`src/sbn_map.vh`:
```
// Constants of the socket buffer and network configuration block.
// Assumes inclusion by bare name from the design sources.
`ifndef SBN_MAP_VH
`define SBN_MAP_VH
`define SBN_NUM_SOCK 8
`define SBN_TX_REGION_BASE 24'hfe8000
`define SBN_RX_REGION_BASE 24'hfec000
`define SBN_REGION_BYTES 17'h04000
`define SBN_SIZE_CODE_W 3
`define SBN_SIZE_1K 3'h1
`define SBN_SIZE_2K 3'h2
`define SBN_SIZE_4K 3'h4
`define SBN_SIZE_8K 3'h0
`define SBN_SIZE_16K 3'h0
`define SBN_SIZE_RST 8'h02
`define SBN_RETRY_UNIT_NS 100000
`define SBN_CLK_PERIOD_NS 40
// One 100 us retry unit at the 40 ns system clock.
`define SBN_RETRY_UNIT_CYC 12'h9c4
`define SBN_RETRY_INTERVAL_RST 16'h07d0
`define SBN_RETRY_ATTEMPTS_RST 8'h08
`define SBN_IRQ_THRESHOLD_RST 16'h0000
`define SBN_ST_IDLE 5'h01
`define SBN_ST_WAIT 5'h02
`define SBN_ST_RESEND 5'h04
`define SBN_ST_DONE 5'h08
`define SBN_ST_FAIL 5'h10
`endif

```
`src/sbn_core.v`:
```
// Socket buffer allocation, address translation, retry control and network settings.
// Assumes synchronous configuration inputs from firmware logic on the same clock.
//
// Function
// (RL1) Sizes 1, 2, 4, 8, 16 KB accepted
// (RL2) Firmware keeps each region total within 16KB
// (RL3) Transmit region starts at 0xFE8000
// (RL4) Receive region starts at 0xFEC000
// (RL5) Socket bases packed contiguously in order
// (RL6) Offset mask equals buffer size minus one
// (RL7) Retry interval counted in 100 us units
// (RL8) Failed sends retried up to attempt count
// (RL9) Firmware sets irq threshold at least 0x2B00
// (RL10) Firmware computes timer 2 reload value
// (RL11) Eight independent sockets used concurrently
// (RL12) Echo requests answered automatically after init
// (RL13) Server socket waits, accepts connection passively
// (RL14) Client socket sends connection request first
// (RL15) Firmware programs unique hardware address
// (RL16) Physical address is base plus masked pointer
// (RL17) Accesses wrap inside the socket buffer
`include "sbn_map.vh"
module sbn_core (
    // Clock and reset
    input wire sys_clk_i,
    input wire rst_n_i,
    // Buffer size configuration, one byte per socket, value in KB
    input wire [63:0] sock_tx_buf_size_i,
    input wire [63:0] sock_rx_buf_size_i,
    input wire cfg_load_i,
    // Buffer access translation
    input wire [2:0] acc_sock_i,
    input wire acc_is_rx_i,
    input wire [15:0] acc_ptr_i,
    input wire [15:0] acc_len_i,
    output reg [23:0] acc_phys_o,
    output reg [15:0] acc_first_len_o,
    output reg acc_wraps_o,
    // Derived layout, per socket
    output wire [191:0] sock_tx_base_o,
    output wire [191:0] sock_rx_base_o,
    output wire [127:0] sock_tx_offset_mask_o,
    output wire [127:0] sock_rx_offset_mask_o,
    output wire [7:0] size_err_o,
    output wire [1:0] total_err_o,
    // Network settings
    input wire [47:0] local_hw_addr_i,
    input wire [31:0] gateway_ip_i,
    input wire [31:0] netmask_i,
    input wire [31:0] local_ip_i,
    input wire [15:0] retry_interval_i,
    input wire [7:0] retry_attempts_i,
    input wire [15:0] core_irq_threshold_i,
    input wire net_load_i,
    output reg [47:0] local_hw_addr_o,
    output reg [31:0] gateway_ip_o,
    output reg [31:0] netmask_o,
    output reg [31:0] local_ip_o,
    output reg [15:0] core_irq_threshold_o,
    output reg init_done_o,
    // Echo reply, per socket open handling
    input wire echo_req_i,
    output reg echo_reply_o,
    input wire [7:0] sock_open_i,
    input wire [7:0] sock_server_i,
    input wire [7:0] conn_req_rx_i,
    output reg [7:0] conn_accept_o,
    output reg [7:0] conn_req_tx_o,
    // Transmission retry
    input wire tx_fail_i,
    input wire tx_ok_i,
    output reg resend_o,
    output reg retry_fail_o,
    output reg retry_busy_o
);
    // ------------------------------------------------------------
    // Size decoding
    // ------------------------------------------------------------
    // (RL1) legal size check
    function size_ok;
        input [7:0] kb;
        begin
            size_ok = (kb == 8'h01) || (kb == 8'h02) || (kb == 8'h04) || (kb == 8'h08) || (kb == 8'h10);
        end
    endfunction

    // Illegal codes fall back to 1 KB so the layout stays within its region.
    function [16:0] size_bytes;
        input [7:0] kb;
        begin
            if (size_ok(kb))
                size_bytes = {kb[4:0], 12'h000} >> 2;
            else
                size_bytes = 17'h00400;
        end
    endfunction

    reg [63:0] tx_size_ff;
    reg [63:0] rx_size_ff;
    wire [16:0] tx_bytes [0:7];
    wire [16:0] rx_bytes [0:7];
    wire [17:0] tx_acc [0:8];
    wire [17:0] rx_acc [0:8];

    always @(posedge sys_clk_i or negedge rst_n_i)
    begin
        if (!rst_n_i)
        begin
            tx_size_ff <= {8{`SBN_SIZE_RST}};
            rx_size_ff <= {8{`SBN_SIZE_RST}};
        end
        else if (cfg_load_i)
        begin
            tx_size_ff <= sock_tx_buf_size_i;
            rx_size_ff <= sock_rx_buf_size_i;
        end
    end

    assign tx_acc[0] = 18'h00000;
    assign rx_acc[0] = 18'h00000;

    // ------------------------------------------------------------
    // Per socket layout
    // ------------------------------------------------------------
    genvar g;
    generate
        for (g = 0; g < `SBN_NUM_SOCK; g = g + 1)
        begin : g_sock
            assign tx_bytes[g] = size_bytes(tx_size_ff[8*g+7:8*g]);
            assign rx_bytes[g] = size_bytes(rx_size_ff[8*g+7:8*g]);
            // (RL5) base is previous base plus previous size
            assign tx_acc[g+1] = tx_acc[g] + {1'b0, tx_bytes[g]};
            assign rx_acc[g+1] = rx_acc[g] + {1'b0, rx_bytes[g]};
            // (RL3) transmit region origin
            assign sock_tx_base_o[24*g+23:24*g] = `SBN_TX_REGION_BASE + {6'h00, tx_acc[g]};
            // (RL4) receive region origin
            assign sock_rx_base_o[24*g+23:24*g] = `SBN_RX_REGION_BASE + {6'h00, rx_acc[g]};
            // (RL6) mask is size minus one
            assign sock_tx_offset_mask_o[16*g+15:16*g] = tx_bytes[g][15:0] - 16'h0001;
            assign sock_rx_offset_mask_o[16*g+15:16*g] = rx_bytes[g][15:0] - 16'h0001;
            assign size_err_o[g] = !size_ok(tx_size_ff[8*g+7:8*g]) || !size_ok(rx_size_ff[8*g+7:8*g]);
        end
    endgenerate

    // Overcommitted totals are flagged, not corrected; keeping them legal is firmware's job.
    assign total_err_o[0] = tx_acc[8] > {1'b0, `SBN_REGION_BYTES};
    assign total_err_o[1] = rx_acc[8] > {1'b0, `SBN_REGION_BYTES};

    // ------------------------------------------------------------
    // Access translation
    // ------------------------------------------------------------
    reg [23:0] sel_base;
    reg [15:0] sel_mask;
    reg [15:0] off;
    reg [16:0] room;
    always @*
    begin
        sel_base = 24'h000000;
        sel_mask = 16'h0000;
        if (acc_is_rx_i)
        begin
            sel_base = sock_rx_base_o[24*acc_sock_i +: 24];
            sel_mask = sock_rx_offset_mask_o[16*acc_sock_i +: 16];
        end
        else
        begin
            sel_base = sock_tx_base_o[24*acc_sock_i +: 24];
            sel_mask = sock_tx_offset_mask_o[16*acc_sock_i +: 16];
        end
        off = acc_ptr_i & sel_mask;
        room = {1'b0, sel_mask} + 17'h00001 - {1'b0, off};
    end

    always @(posedge sys_clk_i or negedge rst_n_i)
    begin
        if (!rst_n_i)
        begin
            acc_phys_o <= 24'h000000;
            acc_first_len_o <= 16'h0000;
            acc_wraps_o <= 1'b0;
        end
        else
        begin
            // (RL16) base plus masked pointer
            acc_phys_o <= sel_base + {8'h00, off};
            // (RL17) split at top, wrap to base
            if ({1'b0, acc_len_i} > room)
            begin
                acc_first_len_o <= room[15:0];
                acc_wraps_o <= 1'b1;
            end
            else
            begin
                acc_first_len_o <= acc_len_i;
                acc_wraps_o <= 1'b0;
            end
        end
    end

    // ------------------------------------------------------------
    // Network settings and socket behaviour
    // ------------------------------------------------------------
    reg [15:0] interval_ff;
    reg [7:0] attempts_ff;
    always @(posedge sys_clk_i or negedge rst_n_i)
    begin
        if (!rst_n_i)
        begin
            local_hw_addr_o <= 48'h000000000000;
            gateway_ip_o <= 32'h00000000;
            netmask_o <= 32'h00000000;
            local_ip_o <= 32'h00000000;
            core_irq_threshold_o <= `SBN_IRQ_THRESHOLD_RST;
            interval_ff <= `SBN_RETRY_INTERVAL_RST;
            attempts_ff <= `SBN_RETRY_ATTEMPTS_RST;
            init_done_o <= 1'b0;
            echo_reply_o <= 1'b0;
            conn_accept_o <= 8'h00;
            conn_req_tx_o <= 8'h00;
        end
        else
        begin
            if (net_load_i)
            begin
                local_hw_addr_o <= local_hw_addr_i;
                gateway_ip_o <= gateway_ip_i;
                netmask_o <= netmask_i;
                local_ip_o <= local_ip_i;
                core_irq_threshold_o <= core_irq_threshold_i;
                interval_ff <= retry_interval_i;
                attempts_ff <= retry_attempts_i;
            end
            if (net_load_i || cfg_load_i)
                init_done_o <= 1'b1;
            // (RL12) automatic echo reply
            echo_reply_o <= init_done_o && echo_req_i;
            // (RL11) independent per-socket handling
            // (RL13) server accepts incoming request
            conn_accept_o <= sock_open_i & sock_server_i & conn_req_rx_i;
            // (RL14) client sends request on open
            conn_req_tx_o <= sock_open_i & ~sock_server_i;
        end
    end

    // ------------------------------------------------------------
    // Retransmission control
    // ------------------------------------------------------------
    localparam [4:0] ST_IDLE = `SBN_ST_IDLE;
    localparam [4:0] ST_WAIT = `SBN_ST_WAIT;
    localparam [4:0] ST_RESEND = `SBN_ST_RESEND;
    reg [4:0] state_ff;
    reg [4:0] nxt_state;
    reg [7:0] tries_ff;
    reg [7:0] nxt_tries;
    wire timer_expired;
    wire timer_start = (state_ff == ST_IDLE && tx_fail_i) || (state_ff == ST_RESEND);

    sbn_retry_timer u_timer (
        .sys_clk_i(sys_clk_i),
        .rst_n_i(rst_n_i),
        .start_i(timer_start),
        .interval_i(interval_ff),
        .expired_o(timer_expired)
    );

    // (RL8) bounded retry sequence
    always @*
    begin
        nxt_state = state_ff;
        nxt_tries = tries_ff;
        case (state_ff)
            ST_IDLE:
            begin
                if (tx_fail_i)
                begin
                    nxt_state = ST_WAIT;
                    nxt_tries = 8'h00;
                end
            end
            ST_WAIT:
            begin
                if (tx_ok_i)
                    nxt_state = ST_IDLE;
                else if (timer_expired)
                begin
                    if (tries_ff >= attempts_ff)
                        nxt_state = ST_IDLE;
                    else
                    begin
                        nxt_state = ST_RESEND;
                        nxt_tries = tries_ff + 8'h01;
                    end
                end
            end
            ST_RESEND:
                nxt_state = ST_WAIT;
            default:
                nxt_state = ST_IDLE;
        endcase
    end

    always @(posedge sys_clk_i or negedge rst_n_i)
    begin
        if (!rst_n_i)
        begin
            state_ff <= ST_IDLE;
            tries_ff <= 8'h00;
            resend_o <= 1'b0;
            retry_fail_o <= 1'b0;
            retry_busy_o <= 1'b0;
        end
        else
        begin
            state_ff <= nxt_state;
            tries_ff <= nxt_tries;
            resend_o <= (nxt_state == ST_RESEND);
            retry_fail_o <= (state_ff == ST_WAIT) && !tx_ok_i && timer_expired && (tries_ff >= attempts_ff);
            retry_busy_o <= (nxt_state != ST_IDLE);
        end
    end
endmodule // sbn_core

```
`src/sbn_retry_timer.v`:
```
// Retransmission timer: waits one retry interval per attempt, counted in 100 us units.
// Assumes a 25 MHz clock and an interval value held steady while a retry sequence runs.
`include "sbn_map.vh"
module sbn_retry_timer (
    // Clock and reset
    input wire sys_clk_i,
    input wire rst_n_i,
    // Control
    input wire start_i,
    input wire [15:0] interval_i,
    // Result
    output wire expired_o
);
    localparam [11:0] UNIT_CYC = `SBN_RETRY_UNIT_CYC;
    reg [11:0] unit_cnt_ff;
    reg [15:0] tick_cnt_ff;
    reg run_ff;
    reg expired_ff;
    assign expired_o = expired_ff;
    // (RL7) 100 us units
    always @(posedge sys_clk_i or negedge rst_n_i)
    begin
        if (!rst_n_i)
        begin
            unit_cnt_ff <= 12'h000;
            tick_cnt_ff <= 16'h0000;
            run_ff <= 1'b0;
            expired_ff <= 1'b0;
        end
        else
        begin
            expired_ff <= 1'b0;
            if (start_i)
            begin
                unit_cnt_ff <= 12'h000;
                tick_cnt_ff <= 16'h0000;
                run_ff <= 1'b1;
            end
            else if (run_ff)
            begin
                if (unit_cnt_ff == UNIT_CYC - 12'h001)
                begin
                    unit_cnt_ff <= 12'h000;
                    if (tick_cnt_ff + 16'h0001 >= interval_i)
                    begin
                        run_ff <= 1'b0;
                        expired_ff <= 1'b1;
                    end
                    else
                    begin
                        tick_cnt_ff <= tick_cnt_ff + 16'h0001;
                    end
                end
                else
                begin
                    unit_cnt_ff <= unit_cnt_ff + 12'h001;
                end
            end
        end
    end
endmodule // sbn_retry_timer

```
`config.mk`:
```
export PLATFORM = sky130hd
export DESIGN_NAME = sbn_core
export DESIGN_NICKNAME = d
export VERILOG_FILES = /design/src/sbn_core.v /design/src/sbn_retry_timer.v
export VERILOG_INCLUDE_DIRS = /design/src /design/src/src
export SDC_FILE = /design/constraint.sdc
export NUM_CORES = 1
export LEC_CHECK = 0
export BUFFER_PORTS_ARGS = -buffer_cell sky130_fd_sc_hd__buf_2
export CORE_AREA = 2 2 483 485
export CTS_BUF_LIST = sky130_fd_sc_hd__clkbuf_8
export DETAILED_ROUTE_END_ITERATION = 16
export DIE_AREA = 0 0 485 487
export SETUP_SLACK_MARGIN = 0.2
export SLEW_MARGIN = 20
export SYNTH_ARGS = -nofsm -noshare
export SYNTH_HDL_FRONTEND = slang
export SYNTH_SLANG_ARGS = --single-unit
```
`constraint.sdc`:
```
create_clock -name sys_clk_i -period 11.3 [get_ports sys_clk_i]
set_input_delay 1.13 -clock sys_clk_i [delete_from_list [all_inputs] [get_ports sys_clk_i]]
set_output_delay 1.13 -clock sys_clk_i [all_outputs]
set_load 0.05 [all_outputs]
```
==> impl_results.md <==
- Die area: 236,000 sq um
- Fin. Hold Viols: 0
- # fillers: 25,900
- Slew at the pin with the worst max-slew slack: 1.09 ns
- CP peak stage delay: 0.49 ns
- Setup crit start kind: flip-flop
- Drt total wl: 124 mm
- Clock Tree Root: clkbuf_8
- Synth Flop Type: dfrtp_1
- Skew-Pair Late Insertion Delay: 0.82 ns
- Unrepaired setup endpoints after global routing: yes
- Die width: 485 um
- Setup WS pre-CTS: 0.898 ns
- VDD IR-drop max: 0.0000985 V
- Max cap viols: 0
- Worst hold slack: 0.360 ns
- Total GRT Usage: 0.0997
- Fmax: 0.0942 GHz
- First-pass GRT wire length: 169 mm
- Status: complete, no violations
- Power per cell area: 142 nW/um^2
- Row count: 177
- Post-synthesis compound-gate area fraction: 0.0932
- Layout Nets: 4,365
- Final Cycle Share: 0.939
- Period minus WS final: 10.61 ns
- Post-CTS Hold Buffers: 0
- Final slew viol count: 0
- Main combinational cell family by area after synthesis: buffers and inverters
- Post-Synthesis Cells: 2,964
- CTS H-tree depth: 3
- Core area: 231,000 sq um
- Static Leak: 18.1 nW
- Longest Clk Path Bufs: 3
- FFs w/ async S/R, synth: 1.00
- CTS tree: built
- Vias: 24,000
- FF/Latch Area: 10,500 sq um
- CP required: 10.17 ns
- Yosys warnings: 0
- Clk pwr share: 0.298
- Mux cell area share after synthesis: 0.147
- Post-DP HPWL: 105 mm
- Net switching power figure: 2.34 mW
- Final worst setup slack: 0.690 ns
- Initial antenna violation count: 30
- Largest net degree at the start of global routing: 136
- Clock buffer count from CTS: 82
- Hold Crit Class: in2async
- Layout cell share with drive strength beyond 1: 0.377
- Simple-gate area share of the yosys netlist: 0.116
- Vias in the first global route: 23,400
- Gpl congestion: 0.896
- Unique cell type count in the Yosys netlist: 90
- I/O Buffers: 854
- CP Data Arrival Time: 9.48 ns
- Switching share of power: 0.437
- Worst Clk Skew: 0.0665 ns
- DRT antenna net count: 0
- Design Area, Final: 37,800 sq um
- Top Ports: 1,251
- Area Growth Syn to Fin: 28.3%
- Sequential group share of total power: 0.328
- Setup-failing EPs final: 0
- Crit path max-delay cell type: fa_1
- Seq/Total Area, Yosys: 0.355
- Drt via density: 3.47
- Setup_tns: 0 ns
- DR pass1 iterations: 6
- Combinational share of power: 0.373
- Starting DRT DRC Count: 1,152
- Synth Area per Inst: 9.95 sq um
- Crit-path max FO: 9
- EDFF count, synth: 0
- Cell Area, Placed: 36,000 sq um
- Crit path top cell by count: ha_1
- Drt wl/cell: 17.9 um
- Starting density of the core: 0.127
- Die height: 487 um
- Synth Cell Area: 29,500 sq um
- CTS Sinks: 417
- Relative slew slack: 0.269
- Setup CP Type: reg2out
- Area share of fa/ha/maj cells after synthesis: 0.0804
- Finished Core Util: 0.163
- Area occupied by multi-input gates: 16,400 sq um
- P_int: 3.01 mW
- Clock-pin transition on the worst setup and hold timing paths: 0.06 ns
- Total grt overflow: 0
- DRC: 0
- Synth Register Bits: 417
- XOR/XNOR share of the synthesized area: 0.0562
- Worst setup EP type: output port
- Worst Reg-to-Reg Cells: 32
-- flip-flops by register name (all words and copies together) (netlist names), 5 cells and up --
signal and flops:
core_irq_threshold_o 16, netmask_o 32, interval_ff 16, tx_size_ff 64, local_hw_addr_o 48, u_timer.tick_cnt_ff 16
acc_first_len_o 16, state_ff 5, conn_accept_o 8, gateway_ip_o 32, acc_phys_o 24, u_timer.unit_cnt_ff 12
attempts_ff 8, tries_ff 8, conn_req_tx_o 8, local_ip_o 32, rx_size_ff 64
-- metal layers --
metal | track usage | wire length [um] | vias up
met4 | 0.0494 | 6410 | 8
met1 | 0.0981 | 42300 | 11500
li1 | - | - | 11100
met5 | 0 | 53 | -
met2 | 0.188 | 65100 | 1077
met3 | 0.0303 | 9830 | 235
-- final timing paths --
kind                            slack, ns                  endpoint            from
worst max-delay path                 0.69       sock_tx_base_o[190]   tx_size_ff[3]
worst min-delay path                 0.36            tx_size_ff[15]         rst_n_i
worst max register to register       1.21            acc_phys_o[21]  rx_size_ff[13]
max in group asynchronous            8.52  core_irq_threshold_o[10]         rst_n_i
min in group sys_clk_i               0.43             acc_phys_o[1]    acc_ptr_i[1]
worst min register to register       0.49            interval_ff[9]  interval_ff[9]
-- through the flow --
| stage | instances | total power [mW] |
|---|---|---|
| final | 6913 | 5.36 |
| after global routing | 6910 | 5.66 |
| after CTS | 6904 | 5.47 |
| after detailed placement | 6760 | 3.80 |
| after global placement | 6760 | 3.77 |
| after floorplan | 3361 | 3.30 |
-- cell type report --
cell class | count | share of cell area
clock buffers | 97 | 0.0353
well taps | 3043 | 0.101
flip-flops and latches | 417 | 0.277
multi-input cells | 2191 | 0.434
diodes | 5 | 0.000331
inverters | 228 | 0.0227
repair buffers | 885 | 0.120
clock inverters | 47 | 0.00986
-- cells by family (layout without fill, tap and decap cells) --
| kind of cell | after synthesis | count (layout) |
|---|---|---|
| mux | 347 | 347 |
| compound gates | 432 | 432 |
| simple gates | 652 | 652 |
| flops | 417 | 417 |
| other cells | 2 | 404 |
| xor+xnor | 180 | 180 |
| fa+ha+maj | 181 | 181 |
| buf+inv | 753 | 1257 |
-- cells in the mapped netlist (all sizes together) (20+ instances only) --
| cell | count | share of area |
|---|---|---|
| a21o | 37 | 0.0094 |
| o21ai | 131 | 0.022 |
| inv | 226 | 0.029 |
| nand2b | 25 | 0.0053 |
| and3 | 30 | 0.0065 |
| mux4 | 39 | 0.030 |
| buf | 451 | 0.11 |
| mux2 | 291 | 0.11 |
| a21oi | 104 | 0.018 |
| nand3 | 52 | 0.0088 |
| nand2 | 150 | 0.019 |
| o21bai | 23 | 0.0059 |
| nor2 | 142 | 0.018 |
| nor2b | 32 | 0.0068 |
| nor4 | 29 | 0.0066 |
| o31ai | 24 | 0.0066 |
| xor2 | 72 | 0.021 |
| ha | 167 | 0.071 |
| nor4b | 20 | 0.0062 |
| xnor2 | 106 | 0.033 |
| clkbuf | 74 | 0.0094 |
| dfstp | 24 | 0.021 |
| dfrtp | 393 | 0.33 |
| nor3 | 54 | 0.0092 |
-- power by group through the flow --
stage	clock network [mW]	registers, mW	logic (mW)
floorplan	0	2.04	1.27
global placement	0	1.77	1.99
detailed placement	0	1.78	2.01
CTS	1.69	1.76	2.02
global route	1.75	1.78	2.12
finish	1.60	1.76	2.00
-- critical path, delay by kind of cell, from the launching register on --
family	cells	cell delay [ns]
xor+xnor	6	1.28
buf+inv	5	0.95
flops	1	0.48
simple gates	10	2.53
fa+ha+maj	7	2.51
compound gates	4	0.94
-- cell usage in the layout (no fill, tap or decap), types with 23 or more instances in the layout --
cell type	n
nand2b_1	25
xor2_1	65
buf_4	31
a21o_1	37
mux4_2	39
nand3_1	52
buf_2	848
dfrtp_1	393
conb_1	399
and3_1	29
nor3_1	52
xnor2_1	81
ha_1	166
nor4_1	24
a21oi_1	98
clkbuf_8	98
o21ai_0	130
mux2_2	291
nand2_1	150
dfstp_2	24
nor2b_1	29
nor2_1	138
inv_1	244
o31ai_1	23
-- what timing repair did --
action | in CTS | in global routing
setup endpoints to repair | 12 | 17
resized for setup | 5 | 20
pin swaps | 0 | 2
buffers inserted | 0 | 4
Note: power is estimated with default switching activity, not from simulation.
